### src/logic/dsfm_pkg.sv
// constants and helpers for the drive status and fault monitor
// assumes one 100 MHz system clock and a synchronous active-low reset
package dsfm_pkg;
   // ===========================================================
   // register indices, word width, history depth
   localparam int REG_W = 16;
   localparam int HIST_N = 8;
   localparam logic [2:0] IDX_FREQ = 3'h0;
   localparam logic [2:0] IDX_CURR = 3'h1;
   localparam logic [2:0] IDX_VOLT = 3'h2;
   localparam logic [2:0] IDX_H12 = 3'h3;
   localparam logic [2:0] IDX_H34 = 3'h4;
   localparam logic [2:0] IDX_H56 = 3'h5;
   localparam logic [2:0] IDX_H78 = 3'h6;
   localparam logic [2:0] IDX_DIAG = 3'h7;
   localparam logic [15:0] MON_RST = 16'h0000;
   // ===========================================================
   // fault codes; upper nibble is the fault class
   localparam logic [7:0] FC_NONE = 8'h00;
   localparam logic [7:0] FC_RETRY_OVER = 8'hB2;
   localparam logic [7:0] FC_STORAGE = 8'hB3;
   localparam logic [7:0] FC_CPU = 8'hC0;
   localparam logic [7:0] FC_AUX_SUPPLY = 8'hC2;
   localparam logic [7:0] FC_INT1 = 8'hF1;
   localparam logic [7:0] FC_INT2 = 8'hF2;
   localparam logic [7:0] FC_INT6 = 8'hF6;
   localparam logic [7:0] FC_INT7 = 8'hF7;
   localparam logic [7:0] FC_INT13 = 8'hFD;
   // ===========================================================
   // self-diagnostic error numbers and limits
   localparam logic [15:0] ERR_NONE = 16'h0000;
   localparam logic [15:0] ERR_INSTR = 16'h000A;
   localparam logic [15:0] ERR_PARAM = 16'h000B;
   localparam logic [15:0] ERR_SCAN_OVERRUN = 16'h0016;
   localparam logic [15:0] ERR_MISSING_END = 16'h0018;
   localparam logic [15:0] MAIN_STEPS_MAX = 16'h1000;
   // ===========================================================
   // run indicator flash timing
   localparam int CLK_MHZ = 100;
   localparam int LED_HALF_MS = 250;
   localparam int LED_HALF_CYC = LED_HALF_MS * CLK_MHZ * 1000;

   function automatic logic dsfm_no_cancel(input logic [7:0] c);
      return c == FC_CPU || c == FC_AUX_SUPPLY || c == FC_STORAGE ||
         c == FC_INT1 || c == FC_INT2 || c == FC_INT6 ||
         c == FC_INT7 || c == FC_INT13;
   endfunction : dsfm_no_cancel
endpackage : dsfm_pkg

### src/logic/dsfm_if.sv
// signals between the monitor top and its history and diagnostic units
// assumes all three sit on the same clock and reset
`timescale 1ns/1ps
interface dsfm_if;
   logic scan_end;
   logic fault_evt;
   logic [7:0] fault_code;
   logic [3:0][15:0] hist_rd;
   logic err_instr;
   logic err_param;
   logic err_overrun;
   logic err_no_end;
   logic [15:0] err_num;
   logic err_present;
   logic led_run;
   modport top (output scan_end, fault_evt, fault_code, err_instr,
      err_param, err_overrun, err_no_end,
      input hist_rd, err_num, err_present, led_run);
   modport hist (input scan_end, fault_evt, fault_code,
      output hist_rd);
   modport diag (input err_instr, err_param, err_overrun, err_no_end,
      output err_num, err_present, led_run);
endinterface : dsfm_if

### src/logic/dsfm_hist.sv
// eight-deep fault code history, packed two codes per word
// assumes fault events are single-cycle pulses
`timescale 1ns/1ps
module dsfm_hist (
   input wire logic clk,
   input wire logic rst_n,
   dsfm_if.hist bus
);
   typedef struct packed {
      logic [dsfm_pkg::HIST_N-1:0][7:0] live;
      logic [3:0][15:0] snap;
   } dsfm_hist_s;
   dsfm_hist_s s_r;
   dsfm_hist_s s_nxt;

   always_comb begin
      s_nxt = s_r;
      if (bus.fault_evt) begin
         s_nxt.live = {s_r.live[dsfm_pkg::HIST_N-2:0], bus.fault_code};
      end
      if (bus.scan_end) begin
         for (int i = 0; i < 4; i++) begin
            s_nxt.snap[i] = {s_r.live[2*i+1], s_r.live[2*i]};
         end
      end
   end

   always_ff @(posedge clk) begin
      if (!rst_n) begin
         s_r <= '0;
      end else begin
         s_r <= s_nxt;
      end
   end

   assign bus.hist_rd = s_r.snap;
endmodule : dsfm_hist

### src/logic/dsfm_diag.sv
// self-diagnostic error number and run indicator
// assumes error strobes are single-cycle; only reset clears an error
`timescale 1ns/1ps
module dsfm_diag #(
   parameter int LED_HALF = dsfm_pkg::LED_HALF_CYC
) (
   input wire logic clk,
   input wire logic rst_n,
   dsfm_if.diag bus
);
   localparam int CW = $clog2(LED_HALF + 1);
   typedef struct packed {
      logic [15:0] num;
      logic present;
      logic [CW-1:0] cnt;
      logic led;
   } dsfm_diag_s;
   dsfm_diag_s s_r;
   dsfm_diag_s s_nxt;

   always_comb begin
      s_nxt = s_r;
      if (!s_r.present) begin
         s_nxt.led = 1'b1;
         s_nxt.present = 1'b1;
         if (bus.err_instr) begin
            s_nxt.num = dsfm_pkg::ERR_INSTR;
         end else if (bus.err_param) begin
            s_nxt.num = dsfm_pkg::ERR_PARAM;
         end else if (bus.err_overrun) begin
            s_nxt.num = dsfm_pkg::ERR_SCAN_OVERRUN;
         end else if (bus.err_no_end) begin
            s_nxt.num = dsfm_pkg::ERR_MISSING_END;
         end else begin
            s_nxt.present = 1'b0;
         end
      end else if (s_r.cnt == CW'(LED_HALF - 1)) begin
         s_nxt.cnt = '0;
         s_nxt.led = !s_r.led;
      end else begin
         s_nxt.cnt = s_r.cnt + 1'b1;
      end
   end

   always_ff @(posedge clk) begin
      if (!rst_n) begin
         s_r <= '0;
      end else begin
         s_r <= s_nxt;
      end
   end

   assign bus.err_num = s_r.num;
   assign bus.err_present = s_r.present;
   assign bus.led_run = s_r.led;
endmodule : dsfm_diag

### src/logic/dsfm_top.sv
// drive status and fault monitor: monitors, fault history, fault
// cancel and self-diagnostic error stop, read by the sequence engine
// assumes all inputs synchronous to CLK_SYS, events are 1-cycle pulses
`timescale 1ns/1ps

module dsfm_top #(
   parameter bit CURR_COARSE = 1'b0,
   parameter int LED_HALF = dsfm_pkg::LED_HALF_CYC
) (
   input wire logic CLK_SYS,
   input wire logic RST_N,
   input wire logic SCAN_END,
   input wire logic [15:0] FREQ_IN,
   input wire logic [15:0] CURR_IN,
   input wire logic [15:0] VOLT_IN,
   input wire logic [2:0] REG_SEL,
   input wire logic REG_WR,
   input wire logic FAULT_EVT,
   input wire logic [7:0] FAULT_CODE,
   input wire logic FAULT_CANCEL_INPUT,
   input wire logic RETRY_ACTIVE,
   input wire logic START_EXT,
   input wire logic PANEL_START_REQ,
   input wire logic COMM_START_REQ,
   input wire logic BAD_OPCODE,
   input wire logic OPERAND_BAD,
   input wire logic INSTR_BASIC,
   input wire logic EXEC_COND,
   input wire logic [15:0] MAIN_STEPS,
   input wire logic BAD_FUNC,
   input wire logic SCAN_OVERRUN,
   input wire logic END_MISSING,
   input wire logic [15:0] PROG_OUT_IN,
   output logic [15:0] REG_RDATA,
   output logic REG_WR_REJECT,
   output logic FAULT_ACTIVE,
   output logic [7:0] ACTIVE_CODE,
   output logic CANCEL_DONE,
   output logic PANEL_START,
   output logic COMM_START,
   output logic DRIVE_RUN,
   output logic HEAT_CLEAR,
   output logic ERROR_STOP,
   output logic RUN_LED,
   output logic [15:0] PROG_OUT
);
   // ===========================================================
   // types and state
   typedef enum logic [2:0] {
      ST_OK = 3'b001,
      ST_FAULT = 3'b010,
      ST_ESTOP = 3'b100
   } dsfm_st_e;

   typedef struct packed {
      dsfm_st_e st;
      logic [15:0] freq;
      logic [15:0] curr;
      logic [15:0] volt;
      logic [7:0] code;
      logic panel;
      logic comm;
      logic run;
      logic cancel;
      logic heat_clr;
      logic wr_rej;
      logic [15:0] rdata;
      logic [15:0] prog_out;
   } dsfm_top_s;

   localparam dsfm_top_s RST_VAL = '{
      st: ST_OK,
      freq: dsfm_pkg::MON_RST,
      curr: dsfm_pkg::MON_RST,
      volt: dsfm_pkg::MON_RST,
      code: dsfm_pkg::FC_NONE,
      panel: 1'b0,
      comm: 1'b0,
      run: 1'b0,
      cancel: 1'b0,
      heat_clr: 1'b1,
      wr_rej: 1'b0,
      rdata: 16'h0000,
      prog_out: 16'h0000
   };

   dsfm_top_s s_r;
   dsfm_top_s s_nxt;
   dsfm_if bus ();

   // ===========================================================
   // helpers
   function automatic logic [15:0] dsfm_div10(input logic [15:0] v);
      logic [31:0] p;
      p = 32'(v) * 32'h0000CCCD;
      // product fits 32 bits for any 16-bit input; quotient is exact
      return 16'(p >> 19);
   endfunction : dsfm_div10

   logic cancel_ok;
   logic [15:0] curr_scaled;

   assign curr_scaled = CURR_COARSE ? dsfm_div10(CURR_IN) : CURR_IN;

   assign cancel_ok = FAULT_CANCEL_INPUT &&
      (!RETRY_ACTIVE || s_r.code == dsfm_pkg::FC_RETRY_OVER) &&
      !dsfm_pkg::dsfm_no_cancel(s_r.code);

   // ===========================================================
   // submodule hookup
   assign bus.scan_end = SCAN_END;
   // zero code is not a fault
   assign bus.fault_evt = FAULT_EVT && FAULT_CODE != dsfm_pkg::FC_NONE;
   assign bus.fault_code = FAULT_CODE;
   assign bus.err_instr = BAD_OPCODE ||
      (OPERAND_BAD && (INSTR_BASIC || EXEC_COND));
   assign bus.err_param = MAIN_STEPS > dsfm_pkg::MAIN_STEPS_MAX ||
      BAD_FUNC;
   assign bus.err_overrun = SCAN_OVERRUN;
   assign bus.err_no_end = END_MISSING;

   dsfm_hist u_hist (
      .clk(CLK_SYS),
      .rst_n(RST_N),
      .bus(bus.hist)
   );

   dsfm_diag #(
      .LED_HALF(LED_HALF)
   ) u_diag (
      .clk(CLK_SYS),
      .rst_n(RST_N),
      .bus(bus.diag)
   );

   // ===========================================================
   // next state
   always_comb begin
      s_nxt = s_r;
      s_nxt.cancel = 1'b0;
      // heat is only dropped by a device reset, never by cancel
      s_nxt.heat_clr = 1'b0;
      s_nxt.wr_rej = REG_WR;
      if (SCAN_END) begin
         s_nxt.freq = FREQ_IN;
         s_nxt.curr = curr_scaled;
         s_nxt.volt = VOLT_IN;
      end
      if (PANEL_START_REQ) begin
         s_nxt.panel = 1'b1;
      end
      if (COMM_START_REQ) begin
         s_nxt.comm = 1'b1;
      end
      case (s_r.st)
         ST_OK: begin
            if (bus.fault_evt) begin
               s_nxt.st = ST_FAULT;
               s_nxt.code = FAULT_CODE;
            end
         end
         ST_FAULT: begin
            if (bus.fault_evt) begin
               s_nxt.code = FAULT_CODE;
            end else if (cancel_ok) begin
               s_nxt.st = ST_OK;
               s_nxt.code = dsfm_pkg::FC_NONE;
               s_nxt.cancel = 1'b1;
               s_nxt.panel = 1'b0;
               s_nxt.comm = 1'b0;
            end
         end
         ST_ESTOP: begin
         end
         default: begin
            s_nxt.st = ST_OK;
         end
      endcase
      if (bus.err_present) begin
         s_nxt.st = ST_ESTOP;
      end
      s_nxt.run = s_nxt.st == ST_OK && !s_nxt.cancel &&
         (START_EXT || s_nxt.panel || s_nxt.comm);
      s_nxt.prog_out = s_nxt.st == ST_ESTOP ? 16'h0000 : PROG_OUT_IN;
      case (REG_SEL)
         dsfm_pkg::IDX_FREQ: s_nxt.rdata = s_r.freq;
         dsfm_pkg::IDX_CURR: s_nxt.rdata = s_r.curr;
         dsfm_pkg::IDX_VOLT: s_nxt.rdata = s_r.volt;
         dsfm_pkg::IDX_H12: s_nxt.rdata = bus.hist_rd[0];
         dsfm_pkg::IDX_H34: s_nxt.rdata = bus.hist_rd[1];
         dsfm_pkg::IDX_H56: s_nxt.rdata = bus.hist_rd[2];
         dsfm_pkg::IDX_H78: s_nxt.rdata = bus.hist_rd[3];
         dsfm_pkg::IDX_DIAG: s_nxt.rdata = bus.err_num;
         default: s_nxt.rdata = 16'h0000;
      endcase
   end

   always_ff @(posedge CLK_SYS) begin
      if (!RST_N) begin
         s_r <= RST_VAL;
      end else begin
         s_r <= s_nxt;
      end
   end

   // ===========================================================
   // outputs
   assign REG_RDATA = s_r.rdata;
   assign REG_WR_REJECT = s_r.wr_rej;
   assign FAULT_ACTIVE = s_r.st == ST_FAULT;
   assign ACTIVE_CODE = s_r.code;
   assign CANCEL_DONE = s_r.cancel;
   assign PANEL_START = s_r.panel;
   assign COMM_START = s_r.comm;
   assign DRIVE_RUN = s_r.run;
   assign HEAT_CLEAR = s_r.heat_clr;
   assign ERROR_STOP = s_r.st == ST_ESTOP;
   assign RUN_LED = bus.led_run;
   assign PROG_OUT = s_r.prog_out;
endmodule : dsfm_top

### config.mk
export PLATFORM = sky130hd
export DESIGN_NAME = dsfm_top
export DESIGN_NICKNAME = d
export VERILOG_FILES = /design/src/logic/dsfm_pkg.sv /design/src/logic/dsfm_if.sv /design/src/logic/dsfm_hist.sv /design/src/logic/dsfm_diag.sv /design/src/logic/dsfm_top.sv
export SDC_FILE = /design/constraint.sdc
export NUM_CORES = 1
export LEC_CHECK = 0
export ABC_CLOCK_PERIOD_IN_PS = 1800
export BUFFER_PORTS_ARGS = -buffer_cell sky130_fd_sc_hd__buf_4
export CORE_UTILIZATION = 51
export DETAILED_ROUTE_END_ITERATION = 16
export PLACE_DENSITY_LB_ADDON = 0.05
export SYNTH_ARGS = -nofsm -noshare
export SYNTH_HDL_FRONTEND = slang
export SYNTH_SLANG_ARGS = --single-unit
### constraint.sdc
create_clock -name CLK_SYS -period 1.8 [get_ports CLK_SYS]
set_clock_uncertainty 0.15 [all_clocks]
set_input_delay 0.27 -clock CLK_SYS [delete_from_list [all_inputs] [get_ports CLK_SYS]]
set_output_delay 0.27 -clock CLK_SYS [all_outputs]
set_load 0.1 [all_outputs]
; ---- After elaboration in Yosys (flattened, before gate mapping)
; Index checks and enable logic that the tools add are counted.
[totals]
register_bits = 268
out_inout_bits = 49
wordCells = 119
input_bits = 108
[classes]
bitwise_logic = 2
reduce_logical = 30
eq_ne = 25
addsub = 1
magnitude_cmp = 1
muxes = 31
[op_table]
columns = cell, count
row1 = 16-bit case mux with 8 select lines, 1
row2 = 16-bit two-way mux, 5
row3 = "8-bit equality test, second input constant", 9
row4 = 34-bit two-way mux, 1
row5 = "25-bit by 1-bit adder with 25-bit output, second input constant", 1
row6 = "25-bit equality test, second input constant", 1
row7 = 25-bit two-way mux, 1
row8 = "3-bit equality test, second input constant", 6
row9 = "16-bit by 13-bit greater-than comparator with 1-bit output, second input constant", 1
row10 = 8-bit two-way mux, 2
row11 = 8-bit case mux with 2 select lines, 1
row12 = 1-bit logical OR, 13
row13 = 1-bit two-way mux, 12
row14 = 3-bit two-way mux, 4
row15 = 10-bit two-way mux, 1
row16 = "3-bit by 1-bit equality test with 1-bit output, second input constant", 3
row17 = "3-bit by 2-bit equality test with 1-bit output, second input constant", 3
row18 = 3-bit case mux with 3 select lines, 1
row19 = 8-bit nonzero test, 1
row20 = 1-bit logical AND, 6
row21 = 1-bit logical NOT, 4
row22 = 2-bit two-way mux, 2
row23 = "2-bit != test, second input constant", 2
row24 = 4-bit nonzero test, 1
row25 = other kinds (7), 8

; ---- Longest topological paths before layout
[depth]
depth_word = 17
mapped_depth = 7
ltp_nobuf = 6

; ---- Modules after synthesis
; A second synthesis with hierarchy kept.
[hier_totals]
hier_cells = 1159
hier_area_um2 = 11641.2
[by_module_without_submodules]
columns = module, cells_per_inst, n_inst, seq_area_each_um2, area_per_inst_um2
row1 = dsfm_hist, 476, 1, 2562.5, 5382.7
row2 = dsfm_top, 497, 1, 1941.9, 4647.0
row3 = dsfm_diag, 186, 1, 640.6, 1611.5

; ---- Worst setup path after synthesis
; No wires, ideal clock.
[synth_timing]
path_type = register to register
startpoint = reg s_r[96] (netlist name)
endpoint = reg s_r, in the netlist PROG_OUT[10]
stages_incl_launch_ff = 6
path_buffers = 1
arrival_ns = 3.432
setup_ns = 0.115
synth_period_minus_slack_ns = 3.697
setup_slack_ns = -1.897
t_required_ns = 1.535
path_cell_list = dfxtp_1 > inv_1 > nor3_1 > nor2_1 > clkbuf_1 > and3_1
[synth_via]
word_cells_on_any_way = 10
cone_classes = eq/ne (4) / mux (5) / reduce/logical (1)
[synth_lines]
columns = element, line
row1 = start: declaration, dsfm_top.sv:87  ; dsfm_top_s s_r;
row2 = start signal: assignment, dsfm_top.sv:202  ; s_r <= s_nxt;
row3 = 3-bit equality test, --
row4 = via ERROR_STOP, dsfm_top.sv:43  ; output logic ERROR_STOP,
row5 = 3-bit case mux with 3 select lines, dsfm_top.sv:155  ; case (s_r.st)
row6 = 3-bit two-way mux, dsfm_top.sv:179  ; if (bus.err_present) begin
row7 = 3-bit equality test, dsfm_top.sv:184  ; s_nxt.prog_out = s_nxt.st == ST_ESTOP ? 16'h0000 : PROG_OUT_IN;
row8 = 2-bit OR reduction (no source line), --
; The timed path passes the listed nets, and every way through them passes these cells.
; A chain may end at the register's enable or synchronous reset.

; ---- Worst setup path after layout
[layout_timing]
startpoint = reg u_diag.s_r[21] (netlist name)
endpoint = reg u_diag.s_r[8] (netlist name)
[layout_via]
elab_chain_len = 2
[layout_lines]
columns = element, line
row1 = start: declaration, dsfm_diag.sv:18  ; dsfm_diag_s s_r;
row2 = start signal: assignment, dsfm_diag.sv:49  ; s_r <= s_nxt;
row3 = 25-bit equality test, dsfm_diag.sv:37  ; end else if (s_r.cnt == CW'(LED_HALF - 1)) begin
row4 = 25-bit two-way mux, dsfm_diag.sv:37
; Every way passes these cells.

==> reports/qor.txt <==
Die Ht -> 145 um
maximum VDD drop -> 0.735 mV
Mapped Avg Cell Area -> 9.13 um^2
WP buf/inv -> 2
WS Path Type -> reg2reg
Post-Place Cells -> 1544
CTS Buffer Depth -> 3
r2r endpoint -> u_diag.s_r[8]$_SDFFE_PN0P_
fmax -> 499 MHz
fraction of the cycle the final worst path needs -> 111%
synth-to-layout area growth -> 36.1%
crit path time final -> 2.00 ns
Rows -> 52
RR Startpoint -> u_diag.s_r[21]$_SDFFE_PN0P_
syn_nets -> 1255
1st-iter DRT viols -> 499
Antenna Cells -> 0
CP Max Fanout -> 4
Worst-path clk slew -> 0.06 ns
Synth Warn # -> 0
sequential element share of the synthesized area -> 49.2%
ys flop type -> dfxtp_1
Post-synth ARST share -> 0%
Hold WS -> 0.0251 ns
WP data required -> 2.06 ns
largest net degree at the start of global routing -> 57
Placement Setup Slack -> -0.212 ns
Hold Crit Endpoint -> u_diag.bus.err_num[4]$_SDFFE_PN0P_
share of post-route cells with drive strength above 1 -> 25.5%
CTS tree -> done
critical path data arrival time -> 2.26 ns
worst slew pin tran -> 0.624 ns
RSZ-0062 raised after global routing -> true
CP Capture Type -> flip-flop
Final #Nets -> 1514
fin area -> 14200 um^2
# DRC -> 0
Largest delay share family, worst path -> simple AND/OR/NAND/NOR gates
Critical Path Start Type -> flip-flop
die width -> 145 um
Synth Cell Area -> 10500 um^2
Critical-path top delay cell -> or4_4
global-route usage over all layers -> 26.4%
io pins -> 157
vias per cell -> 5.25
GP Congestion -> 0.808
final hold vios -> 0
IO Port Bufs -> 156
failing checks -> setup timing
final wirelength -> 28400 um
Num CTS Buffers -> 26
vias in the first global route -> 8591
R2R cell count -> 7
critical-path cell list -> and4_4, nand2_2, or4_4, o21ai_4, buf_4, buf_16, nor2_1
final non-filler cell total -> 1695
die area -> 21100 um^2
power density over the cells -> 924 nW/um^2
first-pass GRT wire length -> 45100 um
post-synth cell types -> 68
Critical path origin -> u_diag.s_r[21]$_SDFFE_PN0P_
clock latency on the worst-skew pair -> 0.54 ns
EDFF count, synth -> 0
Hold WC Path Type -> in2reg
Slew HR -> 58.3%
Final setup viols -> 25
drt wl/cell -> 16.8 um
Pre-antenna DRT Iters -> 4
final core utilization -> 70.6%
status -> complete, but fails checks
r2r setup slk -> -0.20 ns
setup_tns -> -3.83 ns
fin. max-slew vios -> 0
post-synthesis sequential element count -> 257
LEAKAGE -> 6.03 nW
Tot Pwr -> 13.2 mW
Final ANT Viol Nets -> 0
initial antenna violation count -> 0
core footprint -> 20200 um^2
dpl cell area -> 12200 um^2
Mapped Cells -> 1146
htree depth -> 1
Worst Hold Depth -> 4
hold path start -> MAIN_STEPS[12]
gr ovfl total -> 0
max incr delay on CP -> 0.57 ns
commonest non-fill, non-tap cells in the layout -> 240 x dfxtp_1, 237 x buf_4, 177 x nor2_1
clk root buf -> clkbuf_16
dpl hpwl -> 18400 um
initial core utilization -> 51.9%
total number of vias -> 8892
final worst slack -> -0.205 ns
most common cell after layout, fill and taps aside -> dfxtp_1
clk sinks -> 257
Max-Cap Viols -> 0
[worst max path at each step]
| stage | endpoint | slack (ns) | cells past startpoint |
|---|---|---|---|
| after CTS | u_diag.s_r[25]$_SDFFE_PN0P_ | -0.17 | 7 |
| after floorplan | PROG_OUT[10]$_SDFF_PP0_ | -0.13 | 4 |
| final | u_diag.s_r[8]$_SDFFE_PN0P_ | -0.20 | 7 |
| after detailed placement | u_diag.bus.err_num[2]$_SDFFE_PN0P_ | -0.21 | 6 |
| after global routing | u_diag.s_r[25]$_SDFFE_PN0P_ | -0.28 | 7 |
| after global placement | ACTIVE_CODE[0]$_SDFFE_PN0P_ | -0.20 | 5 |
[worst min-delay path: stages]
cell     delay [ns]
buf_4          0.08
o31ai_1        0.07
nand3_1        0.15
a21oi_1        0.08
[metal layers]
layer  part of all wire [%]  vias up  track usage [%]
met5                      0        -                0
met4                    2.2        0             6.32
met3                    4.7       40             3.77
met2                     47      223             43.7
met1                     46     4238             36.3
li1                       -     4391                -
[report_power, final]
group | switching (mW) | internal (mW)
combinational | 1.01 | 0.720
sequential | 0.118 | 5.85
clock | 2.22 | 3.23
[synthesized netlist by cell type, drive strengths merged, types with 7 or more instances]
cell / count / area, um^2
nand3: 16 / 80.1
or4: 7 / 60.1
clkbuf: 45 / 190
nand4: 8 / 50.1
nor2: 183 / 687
and3: 23 / 146
nand2: 141 / 529
a32o: 8 / 80.1
o21ai: 36 / 191
dfxtp: 257 / 5140
a21oi: 82 / 422
buf: 68 / 485
a22oi: 14 / 105
xor2: 18 / 158
inv: 13 / 48.8
nor2b: 13 / 81.3
mux2i: 127 / 1270
a211oi: 7 / 52.6
[repair_timing]
item,4_1_cts,5_1_grt
setup buffers,14,4
gates resized for setup,33,24
pin swaps,8,10
hold buffers,85,0
setup endpoints to repair,33,39
hold endpoints to repair,91,0
gates cloned,2,0
[registers in the layout, indices dropped and copies added (netlist names)]
register / flops
REG_WR_REJECT: 1
u_diag.bus.err_present: 1
REG_RDATA: 16
COMM_START: 1
u_hist.bus.hist_rd: 64
u_diag.s_r: 25
PROG_OUT: 16
ACTIVE_CODE: 8
HEAT_CLEAR: 1
u_diag.bus.led_run: 1
PANEL_START: 1
u_hist.s_r: 64
CANCEL_DONE: 1
s_r: 51
u_diag.bus.err_num: 5
DRIVE_RUN: 1
[final cells by class]
class | instances | area, um^2
fillers | 1584 | 5930
flip-flops and latches | 257 | 5180
multi-input cells | 763 | 4770
repair buffers | 344 | 3020
clock buffers | 37 | 763
well taps | 270 | 338
clock inverters | 11 | 110
inverters | 13 | 62.6
[cells by family (layout without fill, tap and decap cells)]
family	after synthesis	count (layout)	synth area share, %
xor+xnor	24	24	2.01
mux	129	129	12.6
flops	257	257	49.2
compound gates	186	186	11.3
fa+ha+maj	1	1	0.120
buf+inv	126	405	6.92
simple gates	423	423	17.9
Note: power is estimated with default switching activity, not from simulation.
